[config.mk]
export PLATFORM = sky130hd
export DESIGN_NAME = rtca_alarm
export DESIGN_NICKNAME = d
export VERILOG_FILES = /design/src/hw/rtca_pkg.sv /design/src/hw/rtca_cmp_if.sv /design/src/hw/rtca_match.sv /design/src/hw/rtca_alarm.sv
export SDC_FILE = /design/constraint.sdc
export NUM_CORES = 1
export LEC_CHECK = 0
export ABC_AREA = 0
export BUFFER_PORTS_ARGS = -buffer_cell sky130_fd_sc_hd__buf_2
export CAP_MARGIN = 40
export CORE_MARGIN = 2
export CORE_UTILIZATION = 54
export CTS_BUF_LIST = sky130_fd_sc_hd__clkbuf_4 sky130_fd_sc_hd__clkbuf_8
export CTS_CLUSTER_SIZE = 24
export DETAILED_ROUTE_END_ITERATION = 16
export PLACE_DENSITY = 0.92
export SYNTH_ARGS = -nofsm -noshare
export SYNTH_HDL_FRONTEND = slang
export SYNTH_SLANG_ARGS = --single-unit
[constraint.sdc]
create_clock -name clk_sys -period 1.9 [get_ports clk_sys]
set_input_delay 0.38 -clock clk_sys [delete_from_list [all_inputs] [get_ports clk_sys]]
set_output_delay 0.38 -clock clk_sys [all_outputs]
set_load 0.02 [all_outputs]
[src/hw/rtca_pkg.sv]
// Constants for the alarm compare block: register map, field
// layout, reset values and the time-hold states.
// Assumes a byte-wide register port from the serial engine.
package rtca_pkg;

  ////////////////////////////////////////////////////////////////
  // Register map
  localparam logic [7:0] ADDR_MIN_TGT = 8'h0a;
  localparam logic [7:0] ADDR_HOUR_TGT = 8'h0b;
  localparam logic [7:0] ADDR_DATE_TGT = 8'h0c;
  localparam logic [7:0] ADDR_DOW_TGT = 8'h0d;
  localparam logic [7:0] ADDR_EVT_FLAG = 8'h0f;

  ////////////////////////////////////////////////////////////////
  // Writable bits; unused bits store and read as zero
  localparam logic [7:0] MASK_MIN_TGT = 8'hff;
  localparam logic [7:0] MASK_HOUR_TGT = 8'hbf;
  localparam logic [7:0] MASK_DATE_TGT = 8'hbf;
  localparam logic [7:0] MASK_DOW_TGT = 8'h87;

  // Reset values: every compare disabled, no flags pending
  localparam logic [7:0] RST_TGT = 8'h80;
  localparam logic [7:0] RST_EVT = 8'h00;

  ////////////////////////////////////////////////////////////////
  // Field positions
  localparam int BIT_CMP_DIS = 7;
  localparam int BIT_PM = 5;
  localparam int BIT_WDOG = 7;
  localparam int BIT_CDA = 6;
  localparam int BIT_CDB = 5;
  localparam int BIT_SEC = 4;
  localparam int BIT_ALARM = 3;
  localparam int EVT_CTRL_W = 3;

  // Largest legal BCD digits
  localparam logic [3:0] UNITS_MAX = 4'h9;
  localparam logic [3:0] MIN_TENS_MAX = 4'h5;
  localparam logic [3:0] HR12_TENS_MAX = 4'h1;
  localparam logic [3:0] HR24_TENS_MAX = 4'h2;
  localparam logic [3:0] DATE_TENS_MAX = 4'h3;
  localparam logic [2:0] DOW_MAX = 3'h6;

  typedef enum logic [1:0] {TH_RUN, TH_HOLD, TH_PEND} rtca_hold_t;

endpackage

[src/hw/rtca_cmp_if.sv]
// Carries alarm targets and the running calendar to the compare
// module and its match result back. Used only inside the block.
interface rtca_cmp_if;
  logic [7:0] min_tgt;
  logic [7:0] hour_tgt;
  logic [7:0] date_tgt;
  logic [7:0] dow_tgt;
  logic [6:0] cur_min;
  logic [5:0] cur_hour;
  logic [5:0] cur_date;
  logic [2:0] cur_dow;
  logic hour_mode_12;
  logic match_all;

  modport ctrl (
    output min_tgt, hour_tgt, date_tgt, dow_tgt,
    output cur_min, cur_hour, cur_date, cur_dow, hour_mode_12,
    input match_all
  );
  modport cmp (
    input min_tgt, hour_tgt, date_tgt, dow_tgt,
    input cur_min, cur_hour, cur_date, cur_dow, hour_mode_12,
    output match_all
  );
endinterface

[src/hw/rtca_match.sv]
// Combinational compare of the alarm targets with the calendar.
// Assumes the calendar inputs are stable BCD from the counters.
module rtca_match
  import rtca_pkg::*;
(
  // Targets and calendar in, match out
  rtca_cmp_if.cmp cmp
);

  function automatic logic dig_ok(input logic [3:0] d,
                                  input logic [3:0] dmax);
    dig_ok = (d <= dmax);
  endfunction

  ////////////////////////////////////////////////////////////////
  // Enables are active low
  wire en_min = ~cmp.min_tgt[BIT_CMP_DIS];
  wire en_hour = ~cmp.hour_tgt[BIT_CMP_DIS];
  wire en_date = ~cmp.date_tgt[BIT_CMP_DIS];
  wire en_dow = ~cmp.dow_tgt[BIT_CMP_DIS];

  // An enabled target holding an illegal code never matches
  wire ok_min = dig_ok({1'b0, cmp.min_tgt[6:4]}, MIN_TENS_MAX)
    & dig_ok(cmp.min_tgt[3:0], UNITS_MAX);
  wire ok_hr12 = dig_ok({3'b000, cmp.hour_tgt[4]}, HR12_TENS_MAX);
  wire ok_hr24 = dig_ok({2'b00, cmp.hour_tgt[5:4]}, HR24_TENS_MAX);
  wire ok_hour = (cmp.hour_mode_12 ? ok_hr12 : ok_hr24)
    & dig_ok(cmp.hour_tgt[3:0], UNITS_MAX);
  wire ok_date = dig_ok({2'b00, cmp.date_tgt[5:4]}, DATE_TENS_MAX)
    & dig_ok(cmp.date_tgt[3:0], UNITS_MAX);
  wire ok_dow = (cmp.dow_tgt[2:0] <= DOW_MAX);

  // Bits 5:4 hold PM flag and tens (12-hour) or tens (24-hour); compared whole in both
  wire hit_min = ok_min & (cmp.min_tgt[6:0] == cmp.cur_min);
  wire hit_hour = ok_hour & (cmp.hour_tgt[5:0] == cmp.cur_hour);
  wire hit_date = ok_date & (cmp.date_tgt[5:0] == cmp.cur_date);
  wire hit_dow = ok_dow & (cmp.dow_tgt[2:0] == cmp.cur_dow);

  wire any_en = en_min | en_hour | en_date | en_dow;
  assign cmp.match_all = any_en
    & (~en_min | hit_min) & (~en_hour | hit_hour)
    & (~en_date | hit_date) & (~en_dow | hit_dow);

endmodule

[src/hw/rtca_alarm.sv]
// Alarm section of the real-time clock: target registers, match
// edge detect, event-flag register, interrupt pin, time hold.
// Assumes a serial engine on clk_sys gives byte strobes, and the
// calendar counters and flag sources are on the same clock.
//
// Notes on behaviour
// - Alarm targets at four consecutive byte addresses
// - Minute target: low-active enable, BCD minutes
// - Hour target: low-active enable, bit 6 unused
// - Hour mode selects 12-hour or 24-hour layout
// - Date target: enable, bit 6 unused, BCD
// - Weekday target: enable, value 0 to 6
// - All enabled fields matching first sets flag
// - Disabled fields take no part in matching
// - Alarm flag sticky until host clears it
// - Persisting match does not set flag again
// - Flag writes AND into each flag bit
// - Flag layout: wdog, cntA, cntB, sec, alarm
// - Rewriting low control bits changes nothing
// - Interrupt pin follows flag while enabled
// - Clearing flag drops interrupt at once
// - Alarm interrupt is a level, never pulse
// - Hold time during access, keep one tick
module rtca_alarm
  import rtca_pkg::*;
(
  // Clock and reset
  input wire logic clk_sys,
  input wire logic rst_n,
  // Register port from the serial engine
  input wire logic [7:0] reg_addr,
  input wire logic reg_wr,
  input wire logic reg_rd,
  input wire logic [7:0] reg_wdata,
  output logic [7:0] reg_rdata,
  // Bits of the first control register
  input wire logic hour_mode_12,
  input wire logic alarm_irq_enable,
  // Running calendar
  input wire logic [6:0] cur_min,
  input wire logic [5:0] cur_hour,
  input wire logic [5:0] cur_date,
  input wire logic [2:0] cur_dow,
  // Time-base hold around serial access
  input wire logic sec_tick,
  input wire logic time_access,
  output logic time_inc,
  // Set pulses of the other event flags
  input wire logic watchdog_expired_set,
  input wire logic countdown_a_set,
  input wire logic countdown_b_set,
  input wire logic second_tick_set,
  // Event-flag view
  output logic alarm_flag,
  output logic [2:0] flag_ctrl_bits,
  // Open-drain interrupt pin, driven low when asserted
  output logic irq_out_pin_o,
  output logic irq_out_pin_oe
);

  ////////////////////////////////////////////////////////////////
  // Register storage
  logic [7:0] min_tgt_ff, hour_tgt_ff, date_tgt_ff, dow_tgt_ff;
  logic [7:0] evt_ff, rdata_ff;
  logic match_q_ff, time_inc_ff;
  rtca_hold_t hold_ff, nxt_hold;
  logic nxt_inc;

  function automatic logic [7:0] merge(input logic [7:0] v,
                                       input logic [7:0] m);
    merge = v & m;
  endfunction

  // Address decode
  wire sel_min = (reg_addr == ADDR_MIN_TGT);
  wire sel_hour = (reg_addr == ADDR_HOUR_TGT);
  wire sel_date = (reg_addr == ADDR_DATE_TGT);
  wire sel_dow = (reg_addr == ADDR_DOW_TGT);
  wire sel_evt = (reg_addr == ADDR_EVT_FLAG);
  wire wr_min = reg_wr & sel_min;
  wire wr_hour = reg_wr & sel_hour;
  wire wr_date = reg_wr & sel_date;
  wire wr_dow = reg_wr & sel_dow;
  wire wr_evt = reg_wr & sel_evt;

  ////////////////////////////////////////////////////////////////
  // Target registers; unused bits are masked on write
  always_ff @(posedge clk_sys or negedge rst_n) begin
    if (!rst_n) begin
      min_tgt_ff <= RST_TGT;
      hour_tgt_ff <= RST_TGT;
      date_tgt_ff <= RST_TGT;
      dow_tgt_ff <= RST_TGT;
    end else begin
      if (wr_min) min_tgt_ff <= merge(reg_wdata, MASK_MIN_TGT);
      if (wr_hour) hour_tgt_ff <= merge(reg_wdata, MASK_HOUR_TGT);
      if (wr_date) date_tgt_ff <= merge(reg_wdata, MASK_DATE_TGT);
      if (wr_dow) dow_tgt_ff <= merge(reg_wdata, MASK_DOW_TGT);
    end
  end

  ////////////////////////////////////////////////////////////////
  // Compare
  rtca_cmp_if u_cmp_if ();
  assign u_cmp_if.min_tgt = min_tgt_ff;
  assign u_cmp_if.hour_tgt = hour_tgt_ff;
  assign u_cmp_if.date_tgt = date_tgt_ff;
  assign u_cmp_if.dow_tgt = dow_tgt_ff;
  assign u_cmp_if.cur_min = cur_min;
  assign u_cmp_if.cur_hour = cur_hour;
  assign u_cmp_if.cur_date = cur_date;
  assign u_cmp_if.cur_dow = cur_dow;
  assign u_cmp_if.hour_mode_12 = hour_mode_12;

  rtca_match u_match (
    .cmp (u_cmp_if.cmp)
  );

  wire match_all = u_cmp_if.match_all;
  // Only the rising edge sets the flag, so a match that lasts a
  // whole minute is not re-raised after the host clears it
  wire alarm_set = match_all & ~match_q_ff;

  always_ff @(posedge clk_sys or negedge rst_n) begin
    if (!rst_n) match_q_ff <= 1'b0;
    else match_q_ff <= match_all;
  end

  ////////////////////////////////////////////////////////////////
  // Event-flag register
  wire [4:0] flag_set = {watchdog_expired_set, countdown_a_set,
    countdown_b_set, second_tick_set, alarm_set};
  wire [4:0] flag_keep = wr_evt ? (evt_ff[7:3] & reg_wdata[7:3])
    : evt_ff[7:3];
  // Set beats a clearing write in the same cycle
  wire [4:0] nxt_flags = flag_keep | flag_set;
  wire [2:0] nxt_ctrl = wr_evt ? reg_wdata[2:0]
    : evt_ff[2:0];

  always_ff @(posedge clk_sys or negedge rst_n) begin
    if (!rst_n) evt_ff <= RST_EVT;
    else evt_ff <= {nxt_flags, nxt_ctrl};
  end

  assign alarm_flag = evt_ff[BIT_ALARM];
  assign flag_ctrl_bits = evt_ff[EVT_CTRL_W-1:0];

  ////////////////////////////////////////////////////////////////
  // Read path, answer one cycle after the strobe
  wire [7:0] rd_mux = sel_min ? min_tgt_ff
    : sel_hour ? hour_tgt_ff
    : sel_date ? date_tgt_ff
    : sel_dow ? dow_tgt_ff
    : sel_evt ? evt_ff
    : 8'h00;

  always_ff @(posedge clk_sys or negedge rst_n) begin
    if (!rst_n) rdata_ff <= 8'h00;
    else if (reg_rd) rdata_ff <= rd_mux;
  end

  assign reg_rdata = rdata_ff;

  ////////////////////////////////////////////////////////////////
  // Interrupt pin; a plain level, no pulse mode exists
  assign irq_out_pin_o = 1'b0;
  assign irq_out_pin_oe = alarm_irq_enable
    & evt_ff[BIT_ALARM];

  ////////////////////////////////////////////////////////////////
  // Time-base hold: only one tick can wait, so an access must
  // finish within a second or a tick is lost
  always_comb begin
    nxt_hold = hold_ff;
    nxt_inc = 1'b0;
    case (hold_ff)
      TH_RUN: begin
        if (time_access) nxt_hold = sec_tick ? TH_PEND : TH_HOLD;
        else nxt_inc = sec_tick;
      end
      TH_HOLD: begin
        if (!time_access) begin
          nxt_hold = TH_RUN;
          nxt_inc = sec_tick;
        end else if (sec_tick) begin
          nxt_hold = TH_PEND;
        end
      end
      TH_PEND: begin
        if (!time_access) begin
          nxt_hold = TH_RUN;
          nxt_inc = 1'b1;
        end
      end
      default: nxt_hold = TH_RUN;
    endcase
  end

  always_ff @(posedge clk_sys or negedge rst_n) begin
    if (!rst_n) begin
      hold_ff <= TH_RUN;
      time_inc_ff <= 1'b0;
    end else begin
      hold_ff <= nxt_hold;
      time_inc_ff <= nxt_inc;
    end
  end

  assign time_inc = time_inc_ff;

  ////////////////////////////////////////////////////////////////
  // Assertions
  AST_MAP_READ: assert property (@(posedge clk_sys)
    disable iff (!rst_n)
    reg_rd && reg_addr == ADDR_DOW_TGT |=> reg_rdata == dow_tgt_ff)
    else $error("weekday target not read at its address");

  AST_ALARM_SET: assert property (@(posedge clk_sys)
    disable iff (!rst_n)
    match_all && !match_q_ff |=> alarm_flag)
    else $error("first match did not set the alarm flag");

  AST_STICKY: assert property (@(posedge clk_sys)
    disable iff (!rst_n)
    alarm_flag && !wr_evt ##1 !wr_evt |=> alarm_flag)
    else $error("alarm flag dropped without a clearing write");

  AST_NO_RESET: assert property (@(posedge clk_sys)
    disable iff (!rst_n)
    !alarm_flag && match_q_ff && match_all |=> !alarm_flag)
    else $error("lasting match set the alarm flag again");

  AST_AND_WRITE: assert property (@(posedge clk_sys)
    disable iff (!rst_n)
    wr_evt |=> evt_ff[7:3] == (($past(evt_ff[7:3])
      & $past(reg_wdata[7:3])) | $past(flag_set)))
    else $error("flag write did not act as AND");

  AST_OTHERS_KEPT: assert property (@(posedge clk_sys)
    disable iff (!rst_n)
    wr_evt && reg_wdata[7:4] == 4'hf && evt_ff[BIT_WDOG]
    |=> evt_ff[BIT_WDOG])
    else $error("clearing alarm disturbed the watchdog flag");

  AST_CTRL_SAME: assert property (@(posedge clk_sys)
    disable iff (!rst_n)
    wr_evt && reg_wdata[2:0] == evt_ff[2:0]
    |=> $stable(flag_ctrl_bits))
    else $error("rewriting control bits changed them");

  AST_IRQ_ON: assert property (@(posedge clk_sys)
    disable iff (!rst_n)
    alarm_set |=> irq_out_pin_oe == alarm_irq_enable)
    else $error("interrupt did not follow the alarm flag");

  AST_IRQ_OFF: assert property (@(posedge clk_sys)
    disable iff (!rst_n)
    wr_evt && !reg_wdata[BIT_ALARM] && !alarm_set |=> !irq_out_pin_oe)
    else $error("interrupt stayed after clearing the flag");

  AST_LEVEL: assert property (@(posedge clk_sys)
    disable iff (!rst_n)
    irq_out_pin_oe && !wr_evt && $stable(alarm_irq_enable)
    |-> $past(irq_out_pin_oe) || $rose(alarm_flag)
      || $rose(alarm_irq_enable) || $past(!rst_n))
    else $error("interrupt appeared without a cause");

  AST_NONE_EN: assert property (@(posedge clk_sys)
    disable iff (!rst_n)
    min_tgt_ff[7] && hour_tgt_ff[7] && date_tgt_ff[7] && dow_tgt_ff[7]
    |-> !match_all)
    else $error("match with every compare disabled");

  AST_HOLD: assert property (@(posedge clk_sys)
    disable iff (!rst_n)
    time_access ##1 time_access |-> !time_inc)
    else $error("time advanced during a serial access");

  AST_PEND: assert property (@(posedge clk_sys)
    disable iff (!rst_n)
    hold_ff == TH_PEND && !time_access |=> time_inc)
    else $error("pending tick not serviced after access");

  AST_WR_MIN: assert property (@(posedge clk_sys)
    disable iff (!rst_n)
    wr_min |=> min_tgt_ff == $past(reg_wdata))
    else $error("minute target not stored as written");

  AST_HOUR_GAP: assert property (@(posedge clk_sys)
    disable iff (!rst_n)
    !hour_tgt_ff[6])
    else $error("unused hour target bit is set");

  AST_DATE_GAP: assert property (@(posedge clk_sys)
    disable iff (!rst_n)
    !date_tgt_ff[6])
    else $error("unused date target bit is set");

  AST_DOW_GAP: assert property (@(posedge clk_sys)
    disable iff (!rst_n)
    dow_tgt_ff[6:3] == 4'h0)
    else $error("unused weekday target bits are set");

  AST_WR_DOW: assert property (@(posedge clk_sys)
    disable iff (!rst_n)
    wr_dow |=> dow_tgt_ff == ($past(reg_wdata) & MASK_DOW_TGT))
    else $error("weekday target not stored as written");

  AST_UNMAPPED: assert property (@(posedge clk_sys)
    disable iff (!rst_n)
    reg_rd && !(sel_min || sel_hour || sel_date || sel_dow || sel_evt)
    |=> reg_rdata == 8'h00)
    else $error("unmapped address did not read as zero");

  AST_RD_STANDS: assert property (@(posedge clk_sys)
    disable iff (!rst_n)
    !reg_rd |=> $stable(reg_rdata))
    else $error("read data changed without a read");

  AST_EVT_READ: assert property (@(posedge clk_sys)
    disable iff (!rst_n)
    reg_rd && sel_evt |=> reg_rdata == $past(evt_ff))
    else $error("event register read back wrong");

  AST_RUN_INC: assert property (@(posedge clk_sys)
    disable iff (!rst_n)
    hold_ff == TH_RUN && !time_access && sec_tick |=> time_inc)
    else $error("free-running tick did not advance time");

  COV_ALARM: cover property (@(posedge clk_sys) disable iff (!rst_n)
    alarm_set ##1 alarm_flag);
  COV_CLEAR: cover property (@(posedge clk_sys) disable iff (!rst_n)
    alarm_flag && wr_evt && !reg_wdata[BIT_ALARM]);
  COV_IRQ: cover property (@(posedge clk_sys) disable iff (!rst_n)
    $rose(irq_out_pin_oe));
  COV_PEND: cover property (@(posedge clk_sys) disable iff (!rst_n)
    hold_ff == TH_PEND ##1 time_inc);
  COV_HOLD: cover property (@(posedge clk_sys) disable iff (!rst_n)
    hold_ff == TH_HOLD && time_access && sec_tick);

endmodule

==> results of run 1 <==
state kept, by name, summed over array words and instances, names as in the netlist:
register,cells
time_inc,1
date_tgt_ff,7
min_tgt_ff,8
evt_ff,8
match_q_ff,1
dow_tgt_ff,4
reg_rdata,8
hour_tgt_ff,7
hold_ff,2
stage by stage:
stage | power, mW | utilization | setup TNS, ps
after floorplan | 1.21 | - | -156
after global placement | 1.33 | 0.662 | -736
after detailed placement | 1.35 | 0.662 | -838
after CTS | 1.95 | 0.683 | 0
after global routing | 2.05 | 0.690 | -13.3
final | 1.95 | 0.690 | 0
worst reg2reg max path, stage by stage (launching register included):
cell	delay [ps]
dfrtp_1	380
or4b_1	510
o31ai_1	80
a32oi_1	130
or4_4	500
o21ai_1	120
where the power goes:
| group | switching, mW | internal [mW] | total [mW] |
|---|---|---|---|
| Combinational | 0.147 | 0.135 | 0.282 |
| Sequential | 0.0352 | 1.02 | 1.05 |
| Clock | 0.309 | 0.304 | 0.613 |
| Total | 0.491 | 1.46 | 1.95 |
routing by layer:
layer / vias up / part of all wire / track usage
li1: 948 / - / -
met1: 983 / 0.41 / 0.313
met5: - / 0 / 0
met2: 77 / 0.50 / 0.413
met3: 18 / 0.058 / 0.0556
met4: 0 / 0.028 / 0.103
cell families after synthesis:
kind of cell	synth area share
simple gates	0.136
mux	0.173
compound gates	0.120
flops	0.474
xor+xnor	0.0503
other cells	0.00154
buf+inv	0.0452
final cells by class:
type	instances	area, sq um	area share
well taps	52	65.1	0.0217
clock buffers	8	91.3	0.0304
repair buffers	81	450	0.150
flip-flops and latches	46	1160	0.385
multi-input cells	150	1190	0.397
inverters	13	48.8	0.0162
cell usage in the layout (no fill, tap or decap), types with 2 or more instances in the layout:
| cell type | instances |
|---|---|
| a311oi_1 | 3 |
| or2_2 | 3 |
| a21oi_1 | 4 |
| a32oi_1 | 2 |
| o22ai_1 | 4 |
| buf_4 | 18 |
| o31ai_1 | 3 |
| a31oi_1 | 2 |
| nand2b_1 | 8 |
| mux2i_1 | 5 |
| nor2_1 | 4 |
| o2111ai_1 | 4 |
| nor3_2 | 2 |
| mux2_2 | 33 |
| buf_2 | 63 |
| clkbuf_4 | 3 |
| or4b_1 | 2 |
| nor3b_1 | 3 |
| a22oi_1 | 4 |
| dfstp_2 | 4 |
| nand2_1 | 8 |
| nand3_1 | 6 |
| nand4_1 | 2 |
| o21ai_0 | 14 |
| and2_1 | 2 |
| dfrtp_1 | 42 |
| xnor2_1 | 3 |
| xor2_1 | 11 |
| nor2b_1 | 5 |
| inv_1 | 13 |
| clkbuf_8 | 5 |
path summary, 6_finish.rpt:
kind / slack, ps / startpoint / cells after the start / endpoint
min in group clk_sys: 250 / sec_tick / 2 / hold_ff[0]
worst min-delay path: 6 / rst_n / 1 / evt_ff[1]
max in group asynchronous: 1280 / rst_n / 2 / date_tgt_ff[7]
worst max register to register: 110 / date_tgt_ff[1] / 5 / evt_ff[3]
worst max-delay path: 110 / date_tgt_ff[1] / 5 / evt_ff[3]
worst min register to register: 420 / match_q_ff / 1 / evt_ff[3]
what timing repair did:
item | CTS | global route
resized for setup | 0 | 4
setup endpoints to repair | 0 | 1
buffers inserted | 0 | 2
hold endpoints to repair | 0 | 0
==> results by group, run 1 <==
STA
  – Max Clock Freq: about 560 MHz
  – WHS: ~5.9 ps
  – Number of setup violations in the final report: 0
  – Setup Skew: roughly 8.4 ps
  – Max-slew violations: 0
  – Setup slack after layout: 109 ps
  – Final Cycle Share: 0.943
  – Min cycle time layout: 1790 ps
  – Final Hold Violating Endpoints: 0

Layout
  – Fill count: between 300 and 400
  – Final std cell area, no fill: 3000 sq um
  – Layout cells sized above 1: 0.460
  – Non-filler instance count after layout: 350
  – Antenna cells: 0
  – Nets: 347
  – Area grow syn2layout: 23.2%

Detailed routing
  – Starting DRT DRC Count: 185
  – Routed Antenna Nets: 0
  – Routed via count: 2026
  – Routed WL: ~5.8 mm
  – Vias per inst: ~5.8
  – First-pass DRT Iterations: 5
  – # DRC: 0
  – Routed WL per cell: 16.6 um

Global routing
  – Number of global-route vias before repair: slightly above 2000
  – Antenna violations before repair: 0
  – GR Overflow Total: 0
  – Global-route wire length before repair: 9.60 mm
  – Largest net degree at the start of global routing: 20
  – GRT Resource Usage Total: 0.248

Placement
  – IO buf count: between 60 and 70
  – Placed instance count: 340
  – Place WS: -130 ps
  – Final HPWL DP: 4.57 mm
  – Placed instance area: a little under 3000 sq um
  – GPL Wtd Cong: approximately 0.88

Floorplanning
  – # IOs: 65
  – Die H: just over 70 um
  – Total die area: 5070 sq um
  – Initial Util: 0.560
  – Std-Cell Rows: 24
  – Width of the die: approximately 70 um
  – Core area: 4350 sq um

Job
  – Max_cap viols: 0

CTS
  – Sink Count: 46
  – Clk_lat worst skew: 300 ps
  – Clock buffer depth: 2
  – CTS clk-pin slew, worst paths: 80 ps
  – # H-tree levels: 2
  – Hold Buf Count CTS: 0
  – CTS tree: done
  – Num CTS Buffers: 5
  – Root Buffer: clkbuf_8

Yosys
  – Share of the synthesized area in the top cell type: 0.431
  – Yosys cell types: 42
  – Post-synthesis cell area: 2440 sq um
  – Top_reg_cell synth: dfrtp_1
  – Synth warn: 0
  – Top-count cell post-synth: dfrtp_1
  – Leading area contributor after synthesis: dfrtp_1
  – Sequential share of the synthesized area: 0.474
  – Synthesized Nets: 271
  – Synth area leaders: dfrtp_1 (43%), mux2_2 (15%), dfstp_2 (4.3%)
  – Synth Register Bits: 46
  – EDFF count, synth: 0
  – Commonest cells post-synth: dfrtp_1 (42), mux2_2 (33), o21ai_0 (15)
  – Cell count after synthesis: 221
  – Ys async rst share: 1.00
  – Syn_area_per_cell: ~11 sq um

Power and ir drop
  – Pwr dens: 649 nW/um^2
  – Leakage: 1.49 nW
  – Maximum vdd drop: 0.422 mV

Setup path
  – Crit end category: flip-flop
  – Worst Path Arrival: roughly 2000 ps
  – Max incr delay on CP: slightly above 500 ps
  – Slowest CP cell: or4b_1
  – Buffers and inverters on the worst path: 0
  – Largest fanout on the critical path: 2
  – Worst Path Required: 2130 ps
  – Kind of critical path: flip-flop to flip-flop
  – Top delay family on crit path: simple AND/OR/NAND/NOR gates
  – CP startpoint kind: flip-flop
  – CP cell instances: or4b_1 > o31ai_1 > a32oi_1 > or4_4 > o21ai_1

Outcome
  – Outcome: finished, final reports clean

Min path
  – Hold crit path type: primary input to async pin
(Power assumes the default switching activity.)
==> run 2, diff against run 1 <==
--- a/config.mk
+++ b/config.mk
@@ -8,7 +8,7 @@
 export ABC_AREA = 0
 export BUFFER_PORTS_ARGS = -buffer_cell sky130_fd_sc_hd__buf_2
 export CAP_MARGIN = 40
-export CORE_MARGIN = 2
+export CORE_MARGIN = 1.5
 export CORE_UTILIZATION = 54
 export CTS_BUF_LIST = sky130_fd_sc_hd__clkbuf_4 sky130_fd_sc_hd__clkbuf_8
 export CTS_CLUSTER_SIZE = 24
==> run 2 against run 1 <==
Against the previous run:
- clock power is 4.1% higher
- final cell count is 0.29% lower
- core utilization stayed put
- non-clock buffer count is 1 lower
- register-to-register slack worse by 40 ps
- via count hardly changed
- combinational power hardly changed
- first-iteration DRC count is 18% higher
- critical path depth stayed put
==> results by group, run 2 (synthesis results as in run 1) <==
Floorplanning
  – Width of the die: 70.2 um (was 71.2 um)
  – Std-Cell Rows: 24 (unchanged)
  – Core area: 4350 sq um (unchanged)
  – Total die area: 4930 sq um (was 5070 sq um)
  – Die H: 70.2 um (was 71.2 um)
  – # IOs: 65 (unchanged)
  – Initial Util: 0.560 (unchanged)

Power and ir drop
  – Maximum vdd drop: 0.479 mV (was 0.422 mV)
  – Pwr dens: 657 nW/um^2 (was 649 nW/um^2)
  – Leakage: 1.49 nW (about the same)
  – Total power draw: 1.97 mW (was 1.95 mW)

STA
  – Number of setup violations in the final report: 0 (unchanged)
  – WHS: 50.9 ps (was 5.87 ps)
  – Total negative slack: 0 ps (unchanged)
  – Min cycle time layout: 1830 ps (was 1790 ps)
  – Setup Skew: 3.32 ps (was 8.38 ps)
  – Max-slew violations: 0 (unchanged)
  – Final Cycle Share: 0.962 (was 0.943)
  – RSZ-0062 raised after global routing: no
  – Max Clock Freq: 547 MHz (was 558 MHz)
  – Final Hold Violating Endpoints: 0 (unchanged)

CTS
  – Num CTS Buffers: 5 (unchanged)
  – # H-tree levels: 2 (unchanged)
  – CTS tree: done (unchanged)
  – Root Buffer: clkbuf_8 (unchanged)
  – Sink Count: 46 (unchanged)
  – Hold Buf Count CTS: 0 (unchanged)
  – Clk_lat worst skew: 300 ps (about the same)
  – Clock buffer depth: 2 (unchanged)
  – CTS clk-pin slew, worst paths: 80 ps (about the same)

Setup path
  – CP Launch Point: hour_tgt_ff[5] (was date_tgt_ff[1])
  – Crit end category: flip-flop (unchanged)
  – Worst Path Arrival: 2060 ps (was 2020 ps)
  – Worst Path Required: 2130 ps (about the same)
  – Largest fanout on the critical path: 4 (was 2)
  – Max incr delay on CP: 570 ps (was 510 ps)
  – CP startpoint kind: flip-flop (unchanged)
  – CP cell instances: xor2_1 > nor4_1 > a31oi_1 > or4_4 > o21ai_1 (was or4b_1 > o31ai_1 > a32oi_1 > or4_4 > o21ai_1)
  – Worst r2r src: hour_tgt_ff[5] (was date_tgt_ff[1])
  – Slowest CP cell: or4_4 (was or4b_1)
  – Kind of critical path: flip-flop to flip-flop (unchanged)

Global routing
  – GR Overflow Total: 0 (unchanged)
  – GR Util met3: 0.0476 (was 0.0556)
  – Number of global-route vias before repair: 2043 (was 2039)
  – Antenna violations before repair: 0 (unchanged)
  – Global-route wire length before repair: 9.78 mm (was 9.60 mm)
  – Grt met2 use: 0.424 (was 0.413)
  – Largest net degree at the start of global routing: 47 (was 20)
  – Grt peak-use layer: met2 (unchanged)
  – Met1 global-route usage: 0.333 (was 0.313)
  – GRT Resource Usage Total: 0.257 (was 0.248)

Layout
  – Reg area: 1160 sq um (unchanged)
  – Area of the multi-input gates: 1180 sq um (was 1190 sq um)
  – Layout cells sized above 1: 0.451 (was 0.460)
  – Most common cell after layout, fill and taps aside: buf_2 (unchanged)
  – Non-filler instance count after layout: 349 (was 350)
  – Area grow syn2layout: 23.2% (unchanged)
  – Nets: 346 (was 347)
  – Antenna cells: 0 (unchanged)
  – Fill count: 311 (was 317)
  – Fin util: 0.690 (unchanged)
  – Highest-count cells in the layout ignoring fill and taps: buf_2 (63), dfrtp_1 (42), mux2_2 (33), buf_4 (16), o21ai_0 (14) (was buf_2 (63), dfrtp_1 (42), mux2_2 (33), buf_4 (18), o21ai_0 (14))

Detailed routing
  – Routed WL: 5.89 mm (was 5.80 mm)
  – Vias per inst: 5.80 (was 5.79)
  – Starting DRT DRC Count: 218 (was 185)
  – First-pass DRT Iterations: 4 (was 5)
  – Routed WL per cell: 16.9 um (was 16.6 um)
  – # DRC: 0 (unchanged)
  – Routed via count: 2025 (was 2026)
  – Routed Antenna Nets: 0 (unchanged)

Job
  – Max_cap viols: 0 (unchanged)

Placement
  – IO buf count: 63 (unchanged)
  – GPL Wtd Cong: 0.887 (was 0.883)
  – Final HPWL DP: 4.49 mm (was 4.57 mm)
  – Placed instance count: 339 (was 340)

Min path
  – Hold crit path type: primary input to async pin (unchanged)

Outcome
  – Outcome: finished, final reports clean (unchanged)
==> run 2: cell count changes in the layout (fill, tap and decap cells not counted), sizes merged <==
cell / previous run / this run
buf: 81 / 80
==> run 2: layer usage <==
layer,routed length [um],vias to the layer above,part of all wire
met5,0,-,0
li1,-,945,-
met3,338,15,0.057
met1,2450,973,0.42
met2,2960,92,0.50
met4,140,0,0.024
==> run 2: worst max-delay path, delay by kind of cell (launching register included) <==
family	cells	cell delay (ps)
DFF	1	460
xor gates and xnor gates	1	190
and+or+nand+nor	2	810
AOI/OAI and AO/OA	2	300
==> run 2: path summary, 6_finish.rpt <==
check                            endpoint  cells past startpoint  slack, ps
max                             evt_ff[3]                      5         70
min                          reg_rdata[1]                      2         50
max reg2reg                     evt_ff[3]                      5         70
min reg2reg                     evt_ff[3]                      1        440
max in group asynchronous  hour_tgt_ff[7]                      2       1590
min in group clk_sys           hold_ff[0]                      2        240
==> run 2: power breakdown <==
group	internal [mW]	total, mW	switching, mW	leakage, nW
registers	1.02	1.05	0.0354	0.589
logic	0.137	0.281	0.144	0.844
clock network	0.325	0.638	0.313	0.0523
total	1.48	1.97	0.492	1.49
==> run 2: metrics by stage <==
step,cell area [sq um],worst slack [ps]
6_report,3000,71.3
5_1_grt,3000,4.71
4_1_cts,2990,10.2
3_5_place_dp,2890,-133
3_3_place_gp,2890,-108
2_1_floorplan,2440,-23.7
==> run 2: timing repair <==
item | in CTS | in global routing
setup buffers | 0 | 2
pin swaps | 1 | 2
gates resized for setup | 2 | 0
endpoints found under the setup margin | 1 | 1
==> run 2: area by class of cell <==
class | count | share of cell area
multi-input cells | 150 | 0.393
flip-flops and latches | 46 | 0.385
repair buffers | 80 | 0.152
clock buffers | 8 | 0.0325
well taps | 52 | 0.0217
inverters | 13 | 0.0162
